## config.mk

```make
export PLATFORM = sky130hd
export DESIGN_NAME = radc_seq
export DESIGN_NICKNAME = d
export VERILOG_FILES = /design/src/hw/radc_pkg.sv /design/src/hw/radc_addr_gen.sv /design/src/hw/radc_seq.sv
export SDC_FILE = /design/constraint.sdc
export NUM_CORES = 1
export LEC_CHECK = 0
export BUFFER_PORTS_ARGS = -buffer_cell sky130_fd_sc_hd__buf_2
export CAP_MARGIN = 25
export CORE_MARGIN = 2
export CORE_UTILIZATION = 25
export CTS_CLUSTER_SIZE = 25
export DETAILED_ROUTE_END_ITERATION = 10
export PLACE_DENSITY_LB_ADDON = 0.2
export SETUP_SLACK_MARGIN = 0.2
export SYNTH_ARGS = -nofsm -noshare
export SYNTH_HDL_FRONTEND = slang
export SYNTH_SLANG_ARGS = --single-unit
export TNS_END_PERCENT = 100
```

## constraint.sdc

```tcl
create_clock -name core_clk -period 4.99 [get_ports core_clk]
set_clock_uncertainty 0.15 [all_clocks]
set_input_delay 0.499 -clock core_clk [delete_from_list [all_inputs] [get_ports core_clk]]
set_output_delay 0.499 -clock core_clk [all_outputs]
set_load 0.01 [all_outputs]
```

## src/hw/radc_pkg.sv

```systemverilog
package radc_pkg;
  // address layout: top | mid | low | column | block
  localparam int ADDR_W = 13;
  localparam int TOP_POS = 12;
  localparam int MID_LSB = 9;
  localparam int LOW_LSB = 6;
  localparam int COL_LSB = 3;
  localparam int BLK_LSB = 0;
  localparam int FLD_W = 3;

  localparam logic [4:0] WL_LAST_INTL = 5'h02;
  localparam logic [4:0] WL_LAST_NEIGH = 5'h15;
  localparam logic [4:0] WL_LAST_DISC = 5'h01;
  localparam logic [4:0] WL_MID_END = 5'h07;
  localparam logic [4:0] WL_LOW_END = 5'h0E;
  localparam logic [2:0] COL_LAST = 3'h7;

  // interleaved column order for the first 24 reads
  localparam logic [23:0] COL_ORDER = {3'h7, 3'h0, 3'h4, 3'h3, 3'h6, 3'h1, 3'h2, 3'h5};

  typedef enum logic [3:0] {
    ST_IDLE = 4'h1,
    ST_ISSUE = 4'h2,
    ST_WAIT = 4'h4,
    ST_DONE = 4'h8
  } radc_state_e;

  typedef enum logic [2:0] {
    PH_INTL = 3'h1,
    PH_NEIGH = 3'h2,
    PH_DISC = 3'h4
  } radc_phase_e;
endpackage

```

## src/hw/radc_addr_gen.sv

```systemverilog
`timescale 1ns/10ps
module radc_addr_gen
  import radc_pkg::*;
(
  input wire logic [ADDR_W-1:0] victim_address,
  input wire radc_phase_e phase,
  input wire logic [4:0] wl_idx,
  input wire logic [2:0] col_idx,
  output logic [ADDR_W-1:0] rd_addr
);
  logic top_row_decoder_bit;
  logic [FLD_W-1:0] mid_row_decoder_field;
  logic [FLD_W-1:0] low_row_decoder_field;
  logic [FLD_W-1:0] word_column_field;
  logic [FLD_W-1:0] blk;
  logic [FLD_W-1:0] step;

  always_comb
  begin
    top_row_decoder_bit = victim_address[TOP_POS];
    mid_row_decoder_field = victim_address[MID_LSB +: FLD_W];
    low_row_decoder_field = victim_address[LOW_LSB +: FLD_W];
    blk = victim_address[BLK_LSB +: FLD_W];
    word_column_field = col_idx;
    step = wl_idx[2:0];
    case (phase)
      PH_INTL:
      begin
        word_column_field = COL_ORDER[col_idx*FLD_W +: FLD_W];
        if (wl_idx == 5'h00)
        begin
          top_row_decoder_bit = ~top_row_decoder_bit;
          mid_row_decoder_field = ~mid_row_decoder_field;
          low_row_decoder_field = ~low_row_decoder_field;
        end
        else if (wl_idx == WL_LAST_INTL)
        begin
          blk = ~blk;
        end
      end
      PH_NEIGH:
      begin
        if (wl_idx == 5'h00)
        begin
          top_row_decoder_bit = ~top_row_decoder_bit;
        end
        else if (wl_idx <= WL_MID_END)
        begin
          mid_row_decoder_field = mid_row_decoder_field + step;
        end
        else if (wl_idx <= WL_LOW_END)
        begin
          low_row_decoder_field = low_row_decoder_field + 3'(wl_idx - WL_MID_END);
        end
        else
        begin
          blk = blk + 3'(wl_idx - WL_LOW_END);
        end
      end
      PH_DISC:
      begin
        // complement one field of the complementary address
        top_row_decoder_bit = ~top_row_decoder_bit;
        if (wl_idx == 5'h00)
        begin
          mid_row_decoder_field = ~mid_row_decoder_field;
        end
        else
        begin
          low_row_decoder_field = ~low_row_decoder_field;
        end
      end
      default:
      begin
        word_column_field = col_idx;
      end
    endcase
    rd_addr = {top_row_decoder_bit, mid_row_decoder_field, low_row_decoder_field,
               word_column_field, blk};
  end
endmodule

```

## src/hw/radc_seq.sv

```systemverilog
`timescale 1ns/10ps
// Notes on behaviour
// - corrected single-bit error starts test
// - derive readback locations from victim
// - read each location, check its ECC
// - fields: top 1, mid/low/column/block 3
// - 24 interleaved reads, fixed column order
// - add single-field neighbour word-lines and blocks
// - at least four other-block reads
// - uncorrectable error means addressing fault
// - more errors than buffer depth: fault
// - multiple errors on victim word-line: suspect
// - new single-bit error reruns with new victim
// - extra step separates upset from fault
// - read complement-low and complement-mid word-lines
// - complementary address inverts all decoder bits
// - several corrections there: likely addressing fault
module radc_seq
  import radc_pkg::*;
#(
  parameter int EBU_DEPTH = 8
)
(
  input wire logic core_clk,
  input wire logic rst,
  input wire logic sbe_valid,
  input wire logic [ADDR_W-1:0] sbe_addr,
  output logic rd_req_r,
  output logic [ADDR_W-1:0] rd_addr_r,
  input wire logic rd_resp,
  input wire logic rd_sbe,
  input wire logic rd_dbe,
  output logic busy_r,
  output logic done_r,
  output logic fault_r,
  output logic upset_r
);
  localparam int CNT_W = $clog2(EBU_DEPTH + 2);
  localparam logic [CNT_W-1:0] DEPTH_C = CNT_W'(EBU_DEPTH);
  localparam logic [CNT_W-1:0] CNT_MAX = {CNT_W{1'b1}};

  if (EBU_DEPTH < 1)
  begin : g_bad_depth
    $error("EBU_DEPTH must be at least 1");
  end

  radc_state_e state_r, state_nxt;
  radc_phase_e phase_r, phase_nxt;
  logic [4:0] wl_r, wl_nxt;
  logic [2:0] col_r, col_nxt;
  logic [ADDR_W-1:0] victim_r, victim_nxt;
  logic [ADDR_W-1:0] rd_addr_nxt, gen_addr;
  logic rd_req_nxt, busy_nxt, done_nxt, fault_nxt, upset_nxt;
  logic [CNT_W-1:0] sbe_cnt_r, sbe_cnt_nxt;
  logic [1:0] disc_cnt_r, disc_cnt_nxt;
  logic multi_r, multi_nxt;
  logic pend_r, pend_nxt;
  logic [ADDR_W-1:0] pend_addr_r, pend_addr_nxt;

  function automatic logic [4:0] wl_last(input radc_phase_e ph);
    case (ph)
      PH_INTL: wl_last = WL_LAST_INTL;
      PH_NEIGH: wl_last = WL_LAST_NEIGH;
      PH_DISC: wl_last = WL_LAST_DISC;
      default: wl_last = WL_LAST_INTL;
    endcase
  endfunction

  function automatic logic same_wordline(input logic [ADDR_W-1:0] a,
                                         input logic [ADDR_W-1:0] b);
    same_wordline = (a[ADDR_W-1:LOW_LSB] == b[ADDR_W-1:LOW_LSB]) &&
                    (a[BLK_LSB +: FLD_W] == b[BLK_LSB +: FLD_W]);
  endfunction

  radc_addr_gen u_gen (
    .victim_address(victim_r),
    .phase(phase_r),
    .wl_idx(wl_r),
    .col_idx(col_r),
    .rd_addr(gen_addr)
  );

  always_comb
  begin
    state_nxt = state_r;
    phase_nxt = phase_r;
    wl_nxt = wl_r;
    col_nxt = col_r;
    victim_nxt = victim_r;
    rd_addr_nxt = rd_addr_r;
    rd_req_nxt = 1'b0;
    done_nxt = done_r;
    fault_nxt = fault_r;
    upset_nxt = upset_r;
    sbe_cnt_nxt = sbe_cnt_r;
    disc_cnt_nxt = disc_cnt_r;
    multi_nxt = multi_r;
    pend_nxt = pend_r;
    pend_addr_nxt = pend_addr_r;
    case (state_r)
      ST_IDLE, ST_DONE:
      begin
        if (sbe_valid)
        begin
          state_nxt = ST_ISSUE;
          phase_nxt = PH_INTL;
          victim_nxt = sbe_addr;
          wl_nxt = '0;
          col_nxt = '0;
          done_nxt = 1'b0;
          fault_nxt = 1'b0;
          upset_nxt = 1'b0;
          sbe_cnt_nxt = '0;
          disc_cnt_nxt = '0;
          multi_nxt = 1'b0;
          pend_nxt = 1'b0;
        end
      end
      ST_ISSUE:
      begin
        rd_req_nxt = 1'b1;
        rd_addr_nxt = gen_addr;
        state_nxt = ST_WAIT;
      end
      ST_WAIT:
      begin
        if (rd_resp)
        begin
          state_nxt = ST_ISSUE;
          if (rd_sbe && sbe_cnt_r != CNT_MAX)
          begin
            sbe_cnt_nxt = sbe_cnt_r + 1'b1;
          end
          if (rd_sbe && phase_r == PH_DISC && disc_cnt_r != 2'h3)
          begin
            disc_cnt_nxt = disc_cnt_r + 1'b1;
          end
          if (rd_sbe && phase_r != PH_DISC && rd_addr_r != victim_r &&
              same_wordline(rd_addr_r, victim_r))
          begin
            multi_nxt = 1'b1;
          end
          if (rd_sbe && phase_r != PH_DISC && rd_addr_r != victim_r && !pend_r)
          begin
            pend_nxt = 1'b1;
            pend_addr_nxt = rd_addr_r;
          end
          if (wl_r != wl_last(phase_r))
          begin
            wl_nxt = wl_r + 1'b1;
          end
          else
          begin
            wl_nxt = '0;
            if (col_r != COL_LAST)
            begin
              col_nxt = col_r + 1'b1;
            end
            else
            begin
              col_nxt = '0;
              if (phase_r == PH_INTL)
              begin
                phase_nxt = PH_NEIGH;
              end
              else if (phase_r == PH_NEIGH && multi_nxt)
              begin
                phase_nxt = PH_DISC;
              end
              else if (phase_r == PH_DISC && disc_cnt_nxt > 2'h1)
              begin
                fault_nxt = 1'b1;
                state_nxt = ST_DONE;
              end
              else
              begin
                if (phase_r == PH_DISC)
                begin
                  upset_nxt = 1'b1;
                end
                if (pend_nxt)
                begin
                  victim_nxt = pend_addr_nxt;
                  phase_nxt = PH_INTL;
                  pend_nxt = 1'b0;
                  multi_nxt = 1'b0;
                  disc_cnt_nxt = '0;
                end
                else
                begin
                  state_nxt = ST_DONE;
                end
              end
            end
          end
          if (rd_dbe || sbe_cnt_nxt > DEPTH_C)
          begin
            fault_nxt = 1'b1;
            state_nxt = ST_DONE;
          end
        end
      end
      default:
      begin
        state_nxt = ST_IDLE;
      end
    endcase
    if (state_nxt == ST_DONE)
    begin
      done_nxt = 1'b1;
    end
    if (fault_nxt)
    begin
      upset_nxt = 1'b0;
    end
    busy_nxt = (state_nxt == ST_ISSUE) || (state_nxt == ST_WAIT);
  end

  always_ff @(posedge core_clk)
  begin
    if (rst)
    begin
      state_r <= ST_IDLE;
      phase_r <= PH_INTL;
      wl_r <= '0;
      col_r <= '0;
      victim_r <= '0;
      rd_addr_r <= '0;
      rd_req_r <= 1'b0;
      busy_r <= 1'b0;
      done_r <= 1'b0;
      fault_r <= 1'b0;
      upset_r <= 1'b0;
      sbe_cnt_r <= '0;
      disc_cnt_r <= '0;
      multi_r <= 1'b0;
      pend_r <= 1'b0;
      pend_addr_r <= '0;
    end
    else
    begin
      state_r <= state_nxt;
      phase_r <= phase_nxt;
      wl_r <= wl_nxt;
      col_r <= col_nxt;
      victim_r <= victim_nxt;
      rd_addr_r <= rd_addr_nxt;
      rd_req_r <= rd_req_nxt;
      busy_r <= busy_nxt;
      done_r <= done_nxt;
      fault_r <= fault_nxt;
      upset_r <= upset_nxt;
      sbe_cnt_r <= sbe_cnt_nxt;
      disc_cnt_r <= disc_cnt_nxt;
      multi_r <= multi_nxt;
      pend_r <= pend_nxt;
      pend_addr_r <= pend_addr_nxt;
    end
  end
endmodule

```

; ---- Yosys cells after proc, flatten, opt, wreduce, memory -nomap -nowiden
; Cells that the tools add are included.
[totals]
register_bits = 67
inputBits = 19
output_inout_bits = 18
elab_cells = 213
[classes]
addsub = 9
mul = 1
n_lt_le_gt_ge = 4
n_eq_ne = 30
shifts = 1
muxes = 120
bitwise_logic = 4
reduce_logical = 28
[op_table]
columns = cell, count
row1 = 2-to-1 mux 13 bit, 9
row2 = 2-to-1 mux 3 bit, 26
row3 = 2-to-1 mux 4 bit, 14
row4 = 2-to-1 mux 1 bit, 39
row5 = case mux 13 bit (2 select lines), 1
row6 = 2-to-1 mux 5 bit, 5
row7 = case mux 3 bit (2 select lines), 4
row8 = "indexed part select 24 x 6 -> 3 bit, first input constant", 1
row9 = 2-to-1 mux 2 bit, 11
row10 = "inequality test 2 bit, second input constant", 10
row11 = case mux 5 bit (2 select lines), 2
row12 = AND reduction 9 bit, 2
row13 = inequality test 13 bit, 1
row14 = "inequality test 4 bit, second input constant", 3
row15 = case mux 4 bit (3 select lines), 1
row16 = logical AND 1 bit, 10
row17 = case mux 1 bit (2 select lines), 5
row18 = adder 3 bit, 3
row19 = inverter 3 bit, 3
row20 = case mux 3 bit (3 select lines), 1
row21 = "equality test 4 x 2 -> 1 bit, second input constant", 2
row22 = "equality test 4 x 3 -> 1 bit, second input constant", 2
row23 = "equality test 4 bit, second input constant", 2
row24 = case mux 4 bit (2 select lines), 1
row25 = other kinds (30), 39

; ---- Logic depth before layout (Yosys ltp)
[depth]
word_depth = 19
depth_mapped = 10
depth_no_buf = 10

; ---- Cells and area by module
; From an unflattened synthesis, not the netlist that was laid out.
[unflattened]
hier_cells = 498
hier_area_um2 = 4215.3
[by_module_without_submodules]
columns = module, n_inst, cells_per_inst, area_each_um2, seq_area_each_um2
row1 = radc_seq, 1, 402, 3508.4, 1341.3
row2 = radc_addr_gen, 1, 96, 706.9, 0.0

; ---- Worst setup path before layout
; No wires, ideal clock.
[synth_timing]
path_kind = flip-flop to flip-flop
start = register wl_r[1]
end = register rd_addr_r[7]
setup_time_ns = 0.070
arrival_ns = 2.120
t_required_ns = 4.770
path_slack_ns = 2.650
stages_incl_launch_ff = 10
n_path_buf = 1
synth_period_minus_slack_ns = 2.340
path_cell_list = dfxtp_1 > inv_1 > ha_1 > or4b_1 > clkbuf_2 > nor2_2 > a22oi_1 > or3_1 > a311o_1 > a21oi_1
[synth_between]
elab_chain_len = 6
elab_cells_between_ends = 11
classes_between = add/sub: 2 / order compare: 2 / mux: 6 / reduce/logical: 1
[synth_lines]
columns = element, line_no
row1 = from (decl), radc_seq.sv:49  ; logic [4:0] wl_r, wl_nxt;
row2 = from (signal assigned), radc_seq.sv:244  ; wl_r <= wl_nxt;
row3 = subtractor 3 bit, radc_addr_gen.sv:53  ; low_row_decoder_field = low_row_decoder_field + 3'(wl_idx - WL_MID_END);
row4 = adder 3 bit, radc_addr_gen.sv:53
row5 = 2-to-1 mux 3 bit, radc_addr_gen.sv:51  ; else if (wl_idx <= WL_LOW_END)
row6 = 2-to-1 mux 3 bit, radc_addr_gen.sv:47  ; else if (wl_idx <= WL_MID_END)
row7 = 2-to-1 mux 3 bit, radc_addr_gen.sv:43  ; if (wl_idx == 5'h00)
row8 = case mux 3 bit (3 select lines) *, radc_addr_gen.sv:26  ; case (phase)
row9 = to (signal assigned), radc_seq.sv:247  ; rd_addr_r <= rd_addr_nxt;
row10 = to (decl), radc_seq.sv:29  ; output logic [ADDR_W-1:0] rd_addr_r,
; Mark *: on every way between the ends. The rest lies on a longest branch, timed or not.
; A chain may end at the register's enable or synchronous reset.

; ---- Worst setup path in the final report
[layout_timing]
start = register phase_r[1]
end = register pend_addr_r[11]
[layout_between]
elab_chain_len = 5
[layout_lines]
columns = element, line_no
row1 = from (decl), radc_seq.sv:48  ; radc_phase_e phase_r, phase_nxt;
row2 = from (signal assigned), radc_seq.sv:243  ; phase_r <= phase_nxt;
row3 = inequality test 3 bit, radc_seq.sv:143  ; if (rd_sbe && phase_r != PH_DISC && rd_addr_r != victim_r && !pend_r)
row4 = logical AND 1 bit (3 in series), radc_seq.sv:143
row5 = 2-to-1 mux 13 bit, radc_seq.sv:143
row6 = to (signal assigned), radc_seq.sv:257  ; pend_addr_r <= pend_addr_nxt;
row7 = to (decl), radc_seq.sv:58  ; logic [ADDR_W-1:0] pend_addr_r, pend_addr_nxt;
; Every way passes these cells.

==> metrics.txt <==
count of cell types in the netlist 70; DRT iter0 DRCs 174; # DRC 0; first-pass GRT wire length 20,000 um; DP Worst Slack 1.99 ns; Top FF cell, synth dfxtp_1; Max-Cap Viols 0; post-synth top area share 0.322; Vias per Instance 4.98; RSZ-0062 raised after global routing false; Period minus WS final 2.96 ns; Mapped Cells 514; CP required 5.05 ns; grt ovf 0; Fin. Hold Viols 0; number of synthesized flops with an enable pin 0; commonest non-fill, non-tap cell in the layout nand2_1; DP Wirelength 9030 um; Antenna Nets Post-Route 0; wire length per cell 16.2 um; TritonRoute pass-1 iters 4; htree depth 3; top cell type by total area after synthesis dfxtp_1; kind of critical path flip-flop to flip-flop; slowest stage cell, crit path nor2_1; startpoint types flip-flop; most frequent cells in the layout nand2_1 (71), dfxtp_1 (67), o21ai_0 (43); Post CTS Setup Buffer Count 0; leakage 1.74 nW; vias 3,772; clk_lat worst skew 0.34 ns; max incr delay on CP 0.73 ns; Fmax achieved 0.338 GHz; CP max FO 16; Async SR Flop Fraction 0; CORE AREA 16,400 sq um; CTS tree yes; setup TNS 0 ns; synthesized area 4170 sq um; Tcrit/Tclk final 0.592; Ports 37; chip width 133 um; total wire length 12,300 um; Placement Rows 47; Slew Limit Fails 0; Initial Util 0.254; CTS sink cnt 67; worst min path class flip-flop to flip-flop; largest cells by area after synthesis dfxtp_1 (32%), nand2_1 (6.4%), o21ai_0 (5.2%); Layout area overhead 15.6%; area post-placement 4520 sq um; sequential-to-total area share from yosys stat 0.322; cts bufs inserted 9; antenna violations before repair 0; GRT Util Overall 0.144; Max VDD drop 0.138 mV; Routability Congestion 0.826; maximum clock path buffer count 2; post-cts sizing count 0; Ant. Diodes 0; worst setup margin 2.03 ns; clock slew at reported path FFs 0.06 ns; PortBufs 36; final setup vio count 0; Power Density 285 nW/um^2; reg2reg setup slack 2.03 ns; Design Area, Final 4810 sq um; outcome complete, no violations; die height 133 um; worst path cell trace or3b_1 -> nand2_1 -> nor2_1 -> nand3_1 -> nand2_1 -> a21oi_1; Warnings, synthesis 0; worst slew pin tran 0.951 ns; syn nets 549; Worst setup EP type flip-flop; fillers 1,754; Avg Inst Size Synth 8.11 sq um; final hold slack 0.303 ns; Synth Register Bits 67; share of cells above drive strength 1 0.158; vias in the first global route 3,652; # nets final 568; Slew Limit Headroom 0.364; CP Data Arrival Time 3.02 ns; CTS Hold Bufs 0; largest net degree at the start of global routing 39; die area 17,700 sq um; most used cell, CP nand2_1; clock root buffer clkbuf_16
==> report_power, final <==
group | switching (mW) | leakage [nW] | internal, mW
logic | 0.111 | 1.06 | 0.0710
registers | 0.0227 | 0.543 | 0.550
clock network | 0.254 | 0.138 | 0.364
total | 0.387 | 1.74 | 0.985
==> cell type report <==
class                           instances  area [sq um]  area share
Clock buffer                           11           253      0.0525
Clock inverter                          5          37.5     0.00780
Tap cell                              220           275      0.0572
Timing Repair Buffer                   41           218      0.0452
Inverter                               14          52.6      0.0109
Multi-Input combinational cell        400          2640       0.548
Sequential cell                        67          1340       0.279
==> logic make-up (layout without fill, tap and decap cells) <==
family | after synthesis | after routing | share of synthesized area
compound gates | 150 | 150 | 0.247
xor+xnor | 27 | 27 | 0.0568
fa+ha+maj | 16 | 16 | 0.0517
buf+inv | 47 | 71 | 0.0486
flops | 67 | 67 | 0.322
mux | 18 | 18 | 0.0435
simple gates | 189 | 189 | 0.230
==> routing by layer <==
layer | wire length [um] | track usage | up-vias
met1 | 6010 | 0.196 | 1801
met2 | 5700 | 0.231 | 61
met5 | 0 | 0 | -
met3 | 426 | 0.0266 | 10
li1 | - | - | 1900
met4 | 161 | 0.0443 | 0
==> through the flow <==
stage	std cells	util	total power [mW]
6_report	758	0.293	1.37
5_1_grt	758	0.293	1.44
4_1_cts	758	0.293	1.40
3_3_place_gp	742	0.276	0.765
3_5_place_dp	742	0.276	0.767
2_1_floorplan	514	-	0.712
==> final timing paths <==
path                          startpoint                           end  cells after the start
max              phase_r[1]$_SDFFE_PP0P_  pend_addr_r[11]$_SDFFE_PP0P_                      6
min          pend_addr_r[3]$_SDFFE_PP0P_   pend_addr_r[3]$_SDFFE_PP0P_                      2
max reg2reg      phase_r[1]$_SDFFE_PP0P_  pend_addr_r[11]$_SDFFE_PP0P_                      6
min reg2reg  pend_addr_r[3]$_SDFFE_PP0P_   pend_addr_r[3]$_SDFFE_PP0P_                      2
==> flip-flops by register name, summed over array words and instances, names as in the netlist, 2 cells and up <==
register,flops
pend_addr_r,13
state_r,4
phase_r,3
wl_r,5
disc_cnt_r,2
col_r,3
sbe_cnt_r,4
victim_r,13
rd_addr_r,13
==> critical path, delay by kind of cell, from the launching register on <==
kind	cells	cell delay [ns]
DFF	1	0.63
and+or+nand+nor	5	1.96
AOI/OAI and AO/OA	1	0.08
==> Yosys cell counts, types with 7 or more instances <==
cell type / n
xnor2_1: 19
xor2_1: 8
o21ai_0: 43
mux2i_1: 17
clkbuf_1: 24
ha_1: 14
nand3_1: 23
nor2b_1: 7
inv_1: 14
nand2_1: 71
a21oi_1: 38
nor2_1: 35
a31o_2: 12
dfxtp_1: 67
(Power assumes the default switching activity.)
